File: src/rtl/sid_pkg.sv
// Shared constants and types for the safe input diagnostics block
package sid_pkg;

  // ****************************************
  // Sizes
  // ****************************************
  localparam int N_IN    = 14;
  localparam int N_PAIR  = 7;
  localparam int N_PULSE = 2;
  localparam int N_SLOT  = 8;
  localparam int SLOT_W  = 3;

  // Inputs that the low switchability test leaves out (fifth to eighth)
  localparam logic [N_IN-1:0] LOW_TEST_EXEMPT_INPUTS = 14'h00F0;

  // Pulse signatures, one bit per slot; each pulse drops low in its own slot
  localparam logic [N_SLOT-1:0] SIG_PULSE0 = 8'hFE;
  localparam logic [N_SLOT-1:0] SIG_PULSE1 = 8'hEF;

  // ****************************************
  // Timing
  // ****************************************
  localparam int CLK_MHZ         = 200;
  localparam int DISC_TIME_MS    = 500;
  localparam int DISC_CYCLES     = DISC_TIME_MS * 1000 * CLK_MHZ;
  localparam int TEST_PERIOD_US  = 10;
  localparam int TEST_PERIOD_CYC = TEST_PERIOD_US * CLK_MHZ;
  localparam int TEST_LEN_CYC    = 16;
  localparam int SLOT_CYC        = 40;

  // ****************************************
  // Alarm cause bits
  // ****************************************
  localparam int N_CAUSE    = 4;
  localparam int CAUSE_THR  = 0;
  localparam int CAUSE_LOW  = 1;
  localparam int CAUSE_XS   = 2;
  localparam int CAUSE_DISC = 3;

  typedef enum logic [3:0] {
    ST_IDLE  = 4'h1,
    ST_THR   = 4'h2,
    ST_LOW   = 4'h4,
    ST_RECOV = 4'h8
  } sid_test_t;

endpackage

File: src/rtl/sid_diag_top.sv
// Diagnostic evaluation of dual-channel safety inputs
`timescale 1ns/100ps

// Contract
// - Input High only when both channels read High; disagreement gives Low.
// - Cyclically test High thresholds of each channel; alarm on failure.
// - Cyclically test switching to Low, skipping the exempt inputs; alarm on failure.
// - Drive pulse outputs, each with its own distinct signature.
// - Contacts fed from assigned pulse; High must carry that pulse signature.
// - High input without matching signature is flagged as short or cross-short.
// - Multi-contact sensor High only when all contacts are satisfied.
// - Two closed-type contacts: High only while both are closed.
// - Closed plus open type: High only when open one actuated, closed one not.
// - With time monitoring, contacts must agree within 0.5 s, else alarm.
// - Signature and time monitoring only when configured; other tests always run.
module sid_diag_top #(
  parameter int DISC_CYC    = sid_pkg::DISC_CYCLES,
  parameter int TEST_PERIOD = sid_pkg::TEST_PERIOD_CYC,
  parameter int SLOT_CYC    = sid_pkg::SLOT_CYC
) (
  // Clock and reset
  input  wire logic                        MCLK,
  input  wire logic                        RESETN,
  // Channel readings from the input terminals
  input  wire logic [sid_pkg::N_IN-1:0]    CH_A_IN,
  input  wire logic [sid_pkg::N_IN-1:0]    CH_B_IN,
  // Threshold comparator results during a threshold test
  input  wire logic [sid_pkg::N_IN-1:0]    THR_OK_A,
  input  wire logic [sid_pkg::N_IN-1:0]    THR_OK_B,
  // Configuration
  input  wire logic [sid_pkg::N_IN-1:0]    XS_EN,
  input  wire logic [sid_pkg::N_IN-1:0]    XS_SEL,
  input  wire logic [sid_pkg::N_PAIR-1:0]  PAIR_EN,
  input  wire logic [sid_pkg::N_PAIR-1:0]  TIME_MON_EN,
  // Test stimulus and pulse lines
  output logic                             THR_TEST,
  output logic                             LOW_TEST,
  output logic [sid_pkg::N_PULSE-1:0]      PULSE_OUT,
  // Results
  output logic [sid_pkg::N_IN-1:0]         SAFE_IN,
  output logic                             ALARM,
  output logic [sid_pkg::N_CAUSE-1:0]      ALARM_CAUSE
);
  import sid_pkg::*;
  localparam int               TW        = $clog2(TEST_PERIOD);
  localparam logic [TW-1:0]    PER_LAST  = TW'(TEST_PERIOD - 1);
  localparam logic [TW-1:0]    LEN_LAST  = TW'(TEST_LEN_CYC - 1);
  localparam int               DW        = $clog2(DISC_CYC + 1);
  localparam logic [DW-1:0]    DISC_LAST = DW'(DISC_CYC - 1);
  localparam logic [N_IN-1:0]  ALL_ONES  = '1;
  // Two contacts of pair p, used for both the AND and the agreement check
  function automatic logic [1:0] pair_bits(input logic [N_IN-1:0] v, input int p);
    pair_bits = {v[2*p+1], v[2*p]};
  endfunction

  // ****************************************
  // Reset release and input synchronisers
  // ****************************************
  logic [1:0]      rs_q, vld_q;
  logic            rst_n;
  logic [N_IN-1:0] a_m_q, a_s, b_m_q, b_s, ta_m_q, ta_s, tb_m_q, tb_s;
  always_ff @(posedge MCLK or negedge RESETN) begin
    if (!RESETN) begin
      rs_q <= 2'h0;
    end else begin
      rs_q <= {rs_q[0], 1'b1};
    end
  end
  assign rst_n = rs_q[1];
  // Synchroniser zeros after reset are no reading; vld_q marks a filled pipe
  always_ff @(posedge MCLK or negedge rst_n) begin
    if (!rst_n) begin
      {a_m_q, a_s, b_m_q, b_s}     <= '0;
      {ta_m_q, ta_s, tb_m_q, tb_s, vld_q} <= '0;
    end else begin
      vld_q  <= {vld_q[0], 1'b1};
      a_m_q  <= CH_A_IN;
      a_s    <= a_m_q;
      b_m_q  <= CH_B_IN;
      b_s    <= b_m_q;
      ta_m_q <= THR_OK_A;
      ta_s   <= ta_m_q;
      tb_m_q <= THR_OK_B;
      tb_s   <= tb_m_q;
    end
  end

  // ****************************************
  // Signature generator
  // ****************************************
  logic [N_PULSE-1:0] pulse_w;
  logic               slot_end;
  sid_sig_gen #(.SLOT_CYC(SLOT_CYC)) u_sig (
    .clk        (MCLK),
    .rst_n      (rst_n),
    .pulse_o    (pulse_w),
    .slot_end_o (slot_end)
  );
  assign PULSE_OUT = pulse_w;

  // ****************************************
  // Cyclic test scheduler
  // ****************************************
  sid_test_t     st_q, st_d;
  logic [TW-1:0] tcnt_q, tcnt_d;
  logic          thr_fail, low_fail, thr_d, low_d, frozen;
  always_comb begin
    st_d     = st_q;
    tcnt_d   = tcnt_q + 1'b1;
    thr_fail = 1'b0;
    low_fail = 1'b0;
    unique case (st_q)
      ST_IDLE: if (tcnt_q == PER_LAST) begin
        st_d   = ST_THR;
        tcnt_d = '0;
      end
      ST_THR: if (tcnt_q == LEN_LAST) begin
        thr_fail = (ta_s & tb_s) != ALL_ONES;
        st_d     = ST_LOW;
        tcnt_d   = '0;
      end
      ST_LOW: if (tcnt_q == LEN_LAST) begin
        low_fail = ((a_s | b_s) & ~LOW_TEST_EXEMPT_INPUTS) != '0;
        st_d     = ST_RECOV;
        tcnt_d   = '0;
      end
      ST_RECOV: if (tcnt_q == LEN_LAST) begin
        st_d   = ST_IDLE;
        tcnt_d = '0;
      end
    endcase
    thr_d = (st_d == ST_THR);
    low_d = (st_d == ST_LOW);
  end
  always_ff @(posedge MCLK or negedge rst_n) begin
    if (!rst_n) begin
      st_q     <= ST_IDLE;
      tcnt_q   <= '0;
      THR_TEST <= 1'b0;
      LOW_TEST <= 1'b0;
    end else begin
      st_q     <= st_d;
      tcnt_q   <= tcnt_d;
      THR_TEST <= thr_d;
      LOW_TEST <= low_d;
    end
  end
  // Levels are held during tests and the settle time after them
  assign frozen = (st_q != ST_IDLE);
  // ****************************************
  // Channel evaluation and signature check
  // ****************************************
  logic [N_IN-1:0] lvl_q, lvl_d, arm_q, arm_d, both, psel, mism, upd;
  logic            xs_fail;
  always_comb begin
    both    = a_s & b_s;
    lvl_d   = lvl_q;
    psel    = '0;
    xs_fail = 1'b0;
    upd     = '0;
    for (int i = 0; i < N_IN; i++) begin
      psel[i] = pulse_w[XS_SEL[i]];
      if (!frozen) begin
        if (!XS_EN[i]) begin
          lvl_d[i] = both[i];
          upd[i]   = 1'b1;
        end else if (slot_end) begin
          if (psel[i]) begin
            lvl_d[i] = both[i];
            upd[i]   = 1'b1;
          end else if (both[i]) begin
            xs_fail = 1'b1;
          end
        end
      end
    end
    // Armed only by a Low read from the pins; reset zeros and test windows do not count
    arm_d = arm_q | (upd & ~both & {N_IN{vld_q[1]}});
  end
  assign mism = (a_s ^ b_s) & ~XS_EN;
  always_ff @(posedge MCLK or negedge rst_n) begin
    if (!rst_n) begin
      lvl_q <= '0;
      arm_q <= '0;
    end else begin
      lvl_q <= lvl_d;
      arm_q <= arm_d;
    end
  end
  // ****************************************
  // Multi-contact sensors and discrepancy timing
  // ****************************************
  logic [DW-1:0]     dcnt_q [N_PAIR];
  logic [DW-1:0]     dcnt_d [N_PAIR];
  logic [N_PAIR-1:0] agree;
  logic              disc_fail;
  always_comb begin
    disc_fail = 1'b0;
    for (int p = 0; p < N_PAIR; p++) begin
      agree[p] = ^pair_bits(lvl_q, p) == 1'b0;
      if (!PAIR_EN[p] || !TIME_MON_EN[p] || agree[p]) begin
        dcnt_d[p] = '0;
      end else if (dcnt_q[p] != DISC_LAST) begin
        dcnt_d[p] = dcnt_q[p] + 1'b1;
      end else begin
        dcnt_d[p] = dcnt_q[p];
      end
      if (dcnt_q[p] == DISC_LAST) begin
        disc_fail = 1'b1;
      end
    end
  end
  always_ff @(posedge MCLK or negedge rst_n) begin
    if (!rst_n) begin
      for (int p = 0; p < N_PAIR; p++) begin
        dcnt_q[p] <= '0;
      end
    end else begin
      dcnt_q <= dcnt_d;
    end
  end
  // ****************************************
  // Alarm latch and results
  // ****************************************
  logic [N_CAUSE-1:0] cause_d;
  logic [N_IN-1:0]    sens, safe_d;
  logic               alarm_d;
  always_comb begin
    cause_d = ALARM_CAUSE;
    cause_d[CAUSE_THR]  = ALARM_CAUSE[CAUSE_THR] | thr_fail;
    cause_d[CAUSE_LOW]  = ALARM_CAUSE[CAUSE_LOW] | low_fail;
    cause_d[CAUSE_XS]   = ALARM_CAUSE[CAUSE_XS] | xs_fail;
    cause_d[CAUSE_DISC] = ALARM_CAUSE[CAUSE_DISC] | disc_fail;
    alarm_d = ALARM | (cause_d != '0);
    sens    = lvl_q & arm_q;
    for (int p = 0; p < N_PAIR; p++) begin
      // Open-type contacts close when actuated, so every contact reads High when satisfied
      if (PAIR_EN[p]) begin
        {sens[2*p+1], sens[2*p]} = {2{&pair_bits(lvl_q & arm_q, p)}};
      end
    end
    safe_d = alarm_d ? '0 : sens;
  end
  always_ff @(posedge MCLK or negedge rst_n) begin
    if (!rst_n) begin
      ALARM_CAUSE <= '0;
      ALARM       <= 1'b0;
      SAFE_IN     <= '0;
    end else begin
      ALARM_CAUSE <= cause_d;
      ALARM       <= alarm_d;
      SAFE_IN     <= safe_d;
    end
  end
endmodule // sid_diag_top

File: src/rtl/sid_sig_gen.sv
// Pulse output signature generator
`timescale 1ns/100ps
module sid_sig_gen #(
  parameter int SLOT_CYC = sid_pkg::SLOT_CYC
) (
  // Clock and reset
  input  wire logic                        clk,
  input  wire logic                        rst_n,
  // Pulse lines and slot timing
  output logic [sid_pkg::N_PULSE-1:0]      pulse_o,
  output logic                             slot_end_o
);
  import sid_pkg::*;

  localparam int              CW        = $clog2(SLOT_CYC);
  localparam logic [CW-1:0]   SLOT_LAST = CW'(SLOT_CYC - 1);
  localparam logic [SLOT_W-1:0] SLOT_TOP = SLOT_W'(N_SLOT - 1);

  logic [CW-1:0]       cnt_q, cnt_d;
  logic [SLOT_W-1:0]   slot_q, slot_d;
  logic [N_PULSE-1:0]  pulse_d;
  logic                end_d;

  // ****************************************
  // Slot sequencer
  // ****************************************
  always_comb begin
    cnt_d  = (cnt_q == SLOT_LAST) ? '0 : cnt_q + 1'b1;
    slot_d = (cnt_q == SLOT_LAST) ? slot_q + 1'b1 : slot_q;
    // Distinct patterns let a High input be traced to its pulse line
    pulse_d = {SIG_PULSE1[slot_d], SIG_PULSE0[slot_d]};
    end_d   = (cnt_d == SLOT_LAST);
  end

  always_ff @(posedge clk or negedge rst_n) begin
    if (!rst_n) begin
      cnt_q      <= '0;
      slot_q     <= '0;
      pulse_o    <= {SIG_PULSE1[0], SIG_PULSE0[0]};
      slot_end_o <= 1'b0;
    end else begin
      cnt_q      <= cnt_d;
      slot_q     <= slot_d;
      pulse_o    <= pulse_d;
      slot_end_o <= end_d;
    end
  end
endmodule // sid_sig_gen
File: config.mk
export PLATFORM = sky130hd
export DESIGN_NAME = sid_diag_top
export DESIGN_NICKNAME = d
export VERILOG_FILES = /design/src/rtl/sid_pkg.sv /design/src/rtl/sid_diag_top.sv /design/src/rtl/sid_sig_gen.sv
export SDC_FILE = /design/constraint.sdc
export NUM_CORES = 1
export LEC_CHECK = 0
export BUFFER_PORTS_ARGS = -buffer_cell sky130_fd_sc_hd__buf_4
export CORE_AREA = 2 2 143 200
export CTS_BUF_LIST = sky130_fd_sc_hd__clkbuf_8
export CTS_CLUSTER_DIAMETER = 200
export DETAILED_ROUTE_END_ITERATION = 7
export DIE_AREA = 0 0 145 202
export GPL_ROUTABILITY_DRIVEN = 0
export MAX_ROUTING_LAYER = met4
export PLACE_DENSITY_LB_ADDON = 0.15
export SLEW_MARGIN = 25
export SYNTH_ARGS = -nofsm -noshare
export SYNTH_HDL_FRONTEND = slang
export SYNTH_SLANG_ARGS = --single-unit
File: constraint.sdc
create_clock -name MCLK -period 15.7 [get_ports MCLK]
set_clock_uncertainty 0.15 [all_clocks]
set_input_delay 0.785 -clock MCLK [delete_from_list [all_inputs] [get_ports MCLK]]
set_output_delay 0.785 -clock MCLK [all_outputs]
set_load 0.03 [all_outputs]
# == Word-level counts from Yosys, hierarchy flattened ==
# Memory sizes are Yosys's and may differ from the RTL's. A register that Yosys moved wholly into a read port is not among the register bits.
# Index checks and enable logic that the tools add are counted.
# totals
elab_cells,450
out_inout_bits,23
regBits,379
input_bits,100
memories,2
romBits,16
# mem_list
memory,depth,width,read_ports,rd_ports_with_merged_regs,wr,line_no,source
(name not given),8,1,1,1,0,sid_sig_gen.sv:31,"pulse_d = {SIG_PULSE1[slot_d], SIG_PULSE0[slot_d]};"
(name not given),8,1,1,1,0,sid_sig_gen.sv:31,
# classes
n_eq_ne,54
mux,239
bitwise,21
n_addsub,10
reduce_logical,68
order_cmp,14
# ops
operator,n
27-bit 2-to-1 mux,14
1-bit 2-to-1 mux,207
27-bit by 1-bit adder with 27-bit output (second input constant),7
27-bit equality test (second input constant),7
27-bit != test (second input constant),7
14-bit AND,5
2-bit by 1-bit != test with 1-bit output (second input constant),28
3-bit AND reduction,14
1-bit by 2-bit < comparator with 1-bit output (second input constant),14
14-bit bitwise OR,2
11-bit 2-to-1 mux,2
11-bit case mux with 2 select lines,1
1-bit logical NOT,16
4-bit 2-to-1 mux,4
4-bit case mux with 4 select lines,1
1-bit logical OR,14
14-bit 2-to-1 mux,1
2-bit 2-to-1 mux,7
14-bit != test (second input constant),1
14-bit NOT,1
2-bit AND reduction,7
14-bit nonzero test,1
2-bit nonzero test,7
2-bit XOR reduction,7
other kinds (17),31

# == Longest topological paths before layout ==
# logic_depth
ltp_word,75
mapped_depth,8
depth_no_buf,6

# == By module ==
# A second synthesis with hierarchy kept.
# unflattened
cells_unflattened,1527
hier_area_um2,16326.9
# modules_own_cells
mod,area_per_inst_um2,cells_per_inst,seq_area_each_um2,instances
sid_diag_top,15772.6,1481,9235.1,1
sid_sig_gen,554.3,46,301.5,1

# == Least setup slack after synthesis ==
# Ideal clock, no wire load.
# synth_path
path_type,input -> register
from,input port XS_SEL[11] in the netlist's numbering
to,register ALARM
setup_slack_ns,13.362
setup_ns,0.139
required_ns,15.411
arrival_ns,2.050
stages,5
n_path_buf,0
cell_sequence,mux2i_1 > a41o_1 > nor3_1 > a41oi_1 > or4b_1
# synth_between
elab_chain_len,19
# synth_lines
element,line_no,source
"start, declared",sid_diag_top.sv:32,"input wire logic [sid_pkg::N_IN-1:0] XS_SEL,"
1-bit 2-to-1 mux (not written as such) (*) (2 in series),sid_diag_top.sv:162,psel[i] = pulse_w[XS_SEL[i]];
1-bit 2-to-1 mux (*),sid_diag_top.sv:168,if (psel[i]) begin
1-bit 2-to-1 mux (*),sid_diag_top.sv:167,end else if (slot_end) begin
1-bit 2-to-1 mux (*),sid_diag_top.sv:164,if (!XS_EN[i]) begin
1-bit 2-to-1 mux (*),sid_diag_top.sv:163,if (!frozen) begin
1-bit 2-to-1 mux,sid_diag_top.sv:171,end else if (both[i]) begin
1-bit 2-to-1 mux,sid_diag_top.sv:168,
1-bit 2-to-1 mux,sid_diag_top.sv:167,
[... 3 more ...],--,
1-bit 2-to-1 mux,sid_diag_top.sv:168,
1-bit 2-to-1 mux,sid_diag_top.sv:167,
1-bit 2-to-1 mux,sid_diag_top.sv:164,
1-bit 2-to-1 mux (*),sid_diag_top.sv:163,
1-bit bitwise OR (*),sid_diag_top.sv:232,cause_d[CAUSE_XS] = ALARM_CAUSE[CAUSE_XS] | xs_fail;
4-bit nonzero test (*),sid_diag_top.sv:234,alarm_d = ALARM | (cause_d != '0);
1-bit bitwise OR (*),sid_diag_top.sv:234,
via alarm_d,sid_diag_top.sv:227,logic alarm_d;
"end signal, assigned",sid_diag_top.sv:251,ALARM <= alarm_d;
"end, declared",sid_diag_top.sv:41,"output logic ALARM,"
# The timed path passes the listed nets; every way through them passes the cells marked *. The select of a mux whose other input is x is not followed.
# A chain may end at the register's enable or synchronous reset.

==> impl_metrics.json <==
{
  "status": "finished clean",
  "synth_seq_area_share": 0.568,
  "num_vias": 12400,
  "die_x_um": 145,
  "power_switching_mw": 0.418,
  "grt_start_max_net_pins": 187,
  "switching_share": 0.222,
  "syn2layout_area_growth_pct": 14.7,
  "worst_ep_required_time_ns": 16.15,
  "syn_avg_cell_area_um2": 10.8,
  "p_seq_frac": 0.539,
  "synth_flop_cell": "dfrtp_1",
  "r2r-end": "SAFE_IN[3]",
  "worst_setup_hold_path_clk_slew_ns": 0.07,
  "cts_buffers": 56,
  "final_util": 0.701,
  "final_common_cell": "dfrtp_1",
  "worstPathMaxFanout": 100,
  "async_flop_share": 1.00,
  "maxCapViolCount": 0,
  "rsz0062_at_grt": "false",
  "endpoint": "SAFE_IN[3]",
  "grtUsageTotal": 0.255,
  "stdcell_count": 2119,
  "vdd_ir_drop_max_uv": 83.1,
  "worst-r2r-setup-slack_ns": 12.85,
  "fp.dieH_um": 202,
  "grt_pass1_wl_um": 59700,
  "rows": 72,
  "cts_tree": "built",
  "port_buffers": 122,
  "synth_edf_count": 0,
  "p_leak_nw": 8.07,
  "grt_overflow": 0,
  "nets": 1817,
  "synthCells": 1558,
  "cp-startpoint": "rs_q[1]",
  "post_cts_buffers": 0,
  "dp_hpwl_um": 24500,
  "start_util": 0.611,
  "drtIter0Drc": 804,
  "hold_path_class": "in2reg",
  "max_freq_mhz": 350,
  "drcViolationCount": 0,
  "p_per_area_nw_per_um2": 97.6,
  "layout.area.seq_um2": 9540,
  "multi_input_area_um2": 6880,
  "min_period_over_period": 0.182,
  "core_um2": 27500,
  "antenna_left": 0,
  "setup_tns_ns": 0,
  "finalMaxSlewViolations": 0,
  "reg2reg_from": "rs_q[1]",
  "vias_per_cell": 5.83,
  "ios": 123,
  "nFillCells": 2051,
  "dr.pass1.iters": 5,
  "clk_latency_ns": 0.60,
  "hold_violations": 0,
  "wl_per_cell_um": 16.8,
  "synth_area_um2": 16800,
  "clkPwrFrac": 0.431,
  "worstSetupEndpointType": "asynchronous set/reset pin",
  "grt_pass1_vias": 12300,
  "cts_root_buf": "clkbuf_8",
  "crit_type": "reg2async",
  "place_inst": 2016,
  "comb_power_share": 0.030,
  "cp-start-kind": "register",
  "synth_cell_type_count": 75,
  "routed_wl_um": 35500,
  "arrival_ns": 3.30,
  "antenna_found_initial": 1,
  "ff2ff_path_depth": 3,
  "layout_min_cycle_time_ns": 2.85,
  "drive_above_1_share": 0.158,
  "cts_num_sinks": 381,
  "yosys_warnings": 0,
  "dieArea_um2": 29300,
  "synth_seq_cells": 381,
  "mostFrequentLayoutCells": "378 x dfrtp_1, 168 x nor2_1, 130 x buf_4, 117 x nand2_1, 98 x nand3_1",
  "max_slew_margin": 0.337,
  "cts_max_level": 2,
  "worstMarginPinSlew_ns": 0.989,
  "setup_viol": 0,
  "p_int_mw": 1.46,
  "clockBufferDepth": 3
}
## cells in the mapped netlist (3+ instances only)
| cell | count | area share |
|---|---|---|
| nor4b_1 | 9 | 0.0047 |
| or3_1 | 34 | 0.013 |
| o31ai_1 | 24 | 0.011 |
| mux2_2 | 10 | 0.0067 |
| nor3_2 | 4 | 0.0024 |
| nor3_1 | 21 | 0.0063 |
| a21oi_1 | 71 | 0.021 |
| or2_2 | 7 | 0.0026 |
| a2111o_1 | 14 | 0.0094 |
| o211ai_1 | 6 | 0.0027 |
| nand4b_1 | 7 | 0.0037 |
| nand4_1 | 54 | 0.020 |
| nor4_4 | 3 | 0.0038 |
| buf_4 | 4 | 0.0018 |
| buf_2 | 5 | 0.0015 |
| nor4_2 | 4 | 0.0030 |
| and4_1 | 21 | 0.011 |
| o21ai_0 | 48 | 0.014 |
| nor4_1 | 36 | 0.013 |
| clkbuf_1 | 32 | 0.0072 |
| nor2b_1 | 5 | 0.0019 |
| nand3_1 | 102 | 0.030 |
| and2_1 | 10 | 0.0037 |
| or4_1 | 26 | 0.012 |
| nand2_1 | 117 | 0.026 |
| xnor2_1 | 57 | 0.030 |
| xor2_1 | 84 | 0.044 |
| nor2_1 | 168 | 0.038 |
| and3_1 | 32 | 0.012 |
| ha_1 | 11 | 0.0082 |
| a31o_2 | 14 | 0.0073 |
| a31oi_1 | 6 | 0.0022 |
| mux2i_1 | 11 | 0.0066 |
| a2111oi_0 | 4 | 0.0021 |
| inv_1 | 45 | 0.010 |
| dfrtp_1 | 379 | 0.57 |
| o22ai_1 | 6 | 0.0022 |
| o21bai_1 | 5 | 0.0022 |
| a22o_1 | 3 | 0.0016 |
| a211oi_1 | 13 | 0.0058 |
## through the flow
| stage | cell area [um2] | total power [mW] | worst slack (ns) | hold slack [ns] |
|---|---|---|---|---|
| 2_1_floorplan | 16800 | 1.05 | 4.15 | 0.181 |
| 3_3_place_gp | 18000 | 1.09 | 12.83 | 0.181 |
| 4_1_cts | 19200 | 1.90 | 12.78 | 0.0988 |
| 3_5_place_dp | 18000 | 1.09 | 12.81 | 0.185 |
| 5_1_grt | 19200 | 1.95 | 12.34 | 0.105 |
| 6_report | 19200 | 1.88 | 12.85 | 0.140 |
## per-layer routing
metal	GRT usage	vias to the layer above	share of wire
li1	-	5916	-
met1	0.322	6055	0.43
met2	0.429	321	0.50
met3	0.0381	63	0.048
met4	0.0831	0	0.027
met5	-	-	0
## state kept, by name, indices dropped and copies added, names as in the netlist, 6 cells and up
| name | cells |
|---|---|
| tcnt_q | 11 |
| arm_q | 14 |
| lvl_q | 14 |
| ta_s | 14 |
| u_sig.cnt_q | 6 |
| tb_m_q | 14 |
| tb_s | 14 |
| a_s | 14 |
| b_m_q | 14 |
| b_s | 14 |
| ta_m_q | 14 |
| a_m_q | 14 |
| dcnt_q | 189 |
| SAFE_IN | 14 |
## timing repair
action,4_1_cts,5_1_grt
hold buffers,1,0
endpoints found under the hold margin,2,0
resized for setup,0,0
## power by group through the flow
stage / Sequential (mW) / Combinational [mW] / Clock, mW
after floorplan: 1.04 / 0.0134 / 0
after global placement: 1.03 / 0.0563 / 0
after detailed placement: 1.03 / 0.0569 / 0
after CTS: 1.01 / 0.0574 / 0.831
after global routing: 1.01 / 0.0642 / 0.875
final: 1.01 / 0.0569 / 0.809
## critical path: stages, from the launching register on
cell,delay [ns]
dfrtp_4,0.86
buf_12,0.45
buf_16,0.42
buf_4,0.78
## cell type report
class | count | share of cell area
sequential | 381 | 0.496
clock inverter | 29 | 0.00949
inverter | 45 | 0.00877
antenna | 1 | 0.000130
timing repair buffer | 133 | 0.0537
clock buffer | 71 | 0.0508
multi-input combinational | 1089 | 0.357
tap | 370 | 0.0240
## worst min-delay path by stage
stage | start | end | slack (ns) | cells after the start
after floorplan | a_m_q[0] | a_s[0] | 0.18 | 0
after global placement | ta_m_q[0] | ta_s[0] | 0.18 | 0
after detailed placement | a_m_q[13] | a_s[13] | 0.18 | 0
after CTS | THR_OK_A[10] | ta_m_q[10] | 0.1 | 1
after global routing | THR_OK_A[6] | ta_m_q[6] | 0.11 | 1
final | THR_OK_A[6] | ta_m_q[6] | 0.14 | 1
## logic make-up (layout without fill, tap and decap cells)
| family | count (synthesis) | after routing | share of synthesized area |
|---|---|---|---|
| buffers and inverters | 89 | 278 | 0.0230 |
| DFF | 381 | 381 | 0.568 |
| AOI/OAI and AO/OA | 235 | 235 | 0.0946 |
| xor gates and xnor gates | 141 | 141 | 0.0736 |
| and+or+nand+nor | 679 | 679 | 0.219 |
| muxes | 21 | 21 | 0.0133 |
| adders and majority gates | 11 | 11 | 0.00820 |
| other | 1 | 3 | 0.000223 |
No activity file was read; power rests on OpenSTA's default activity.
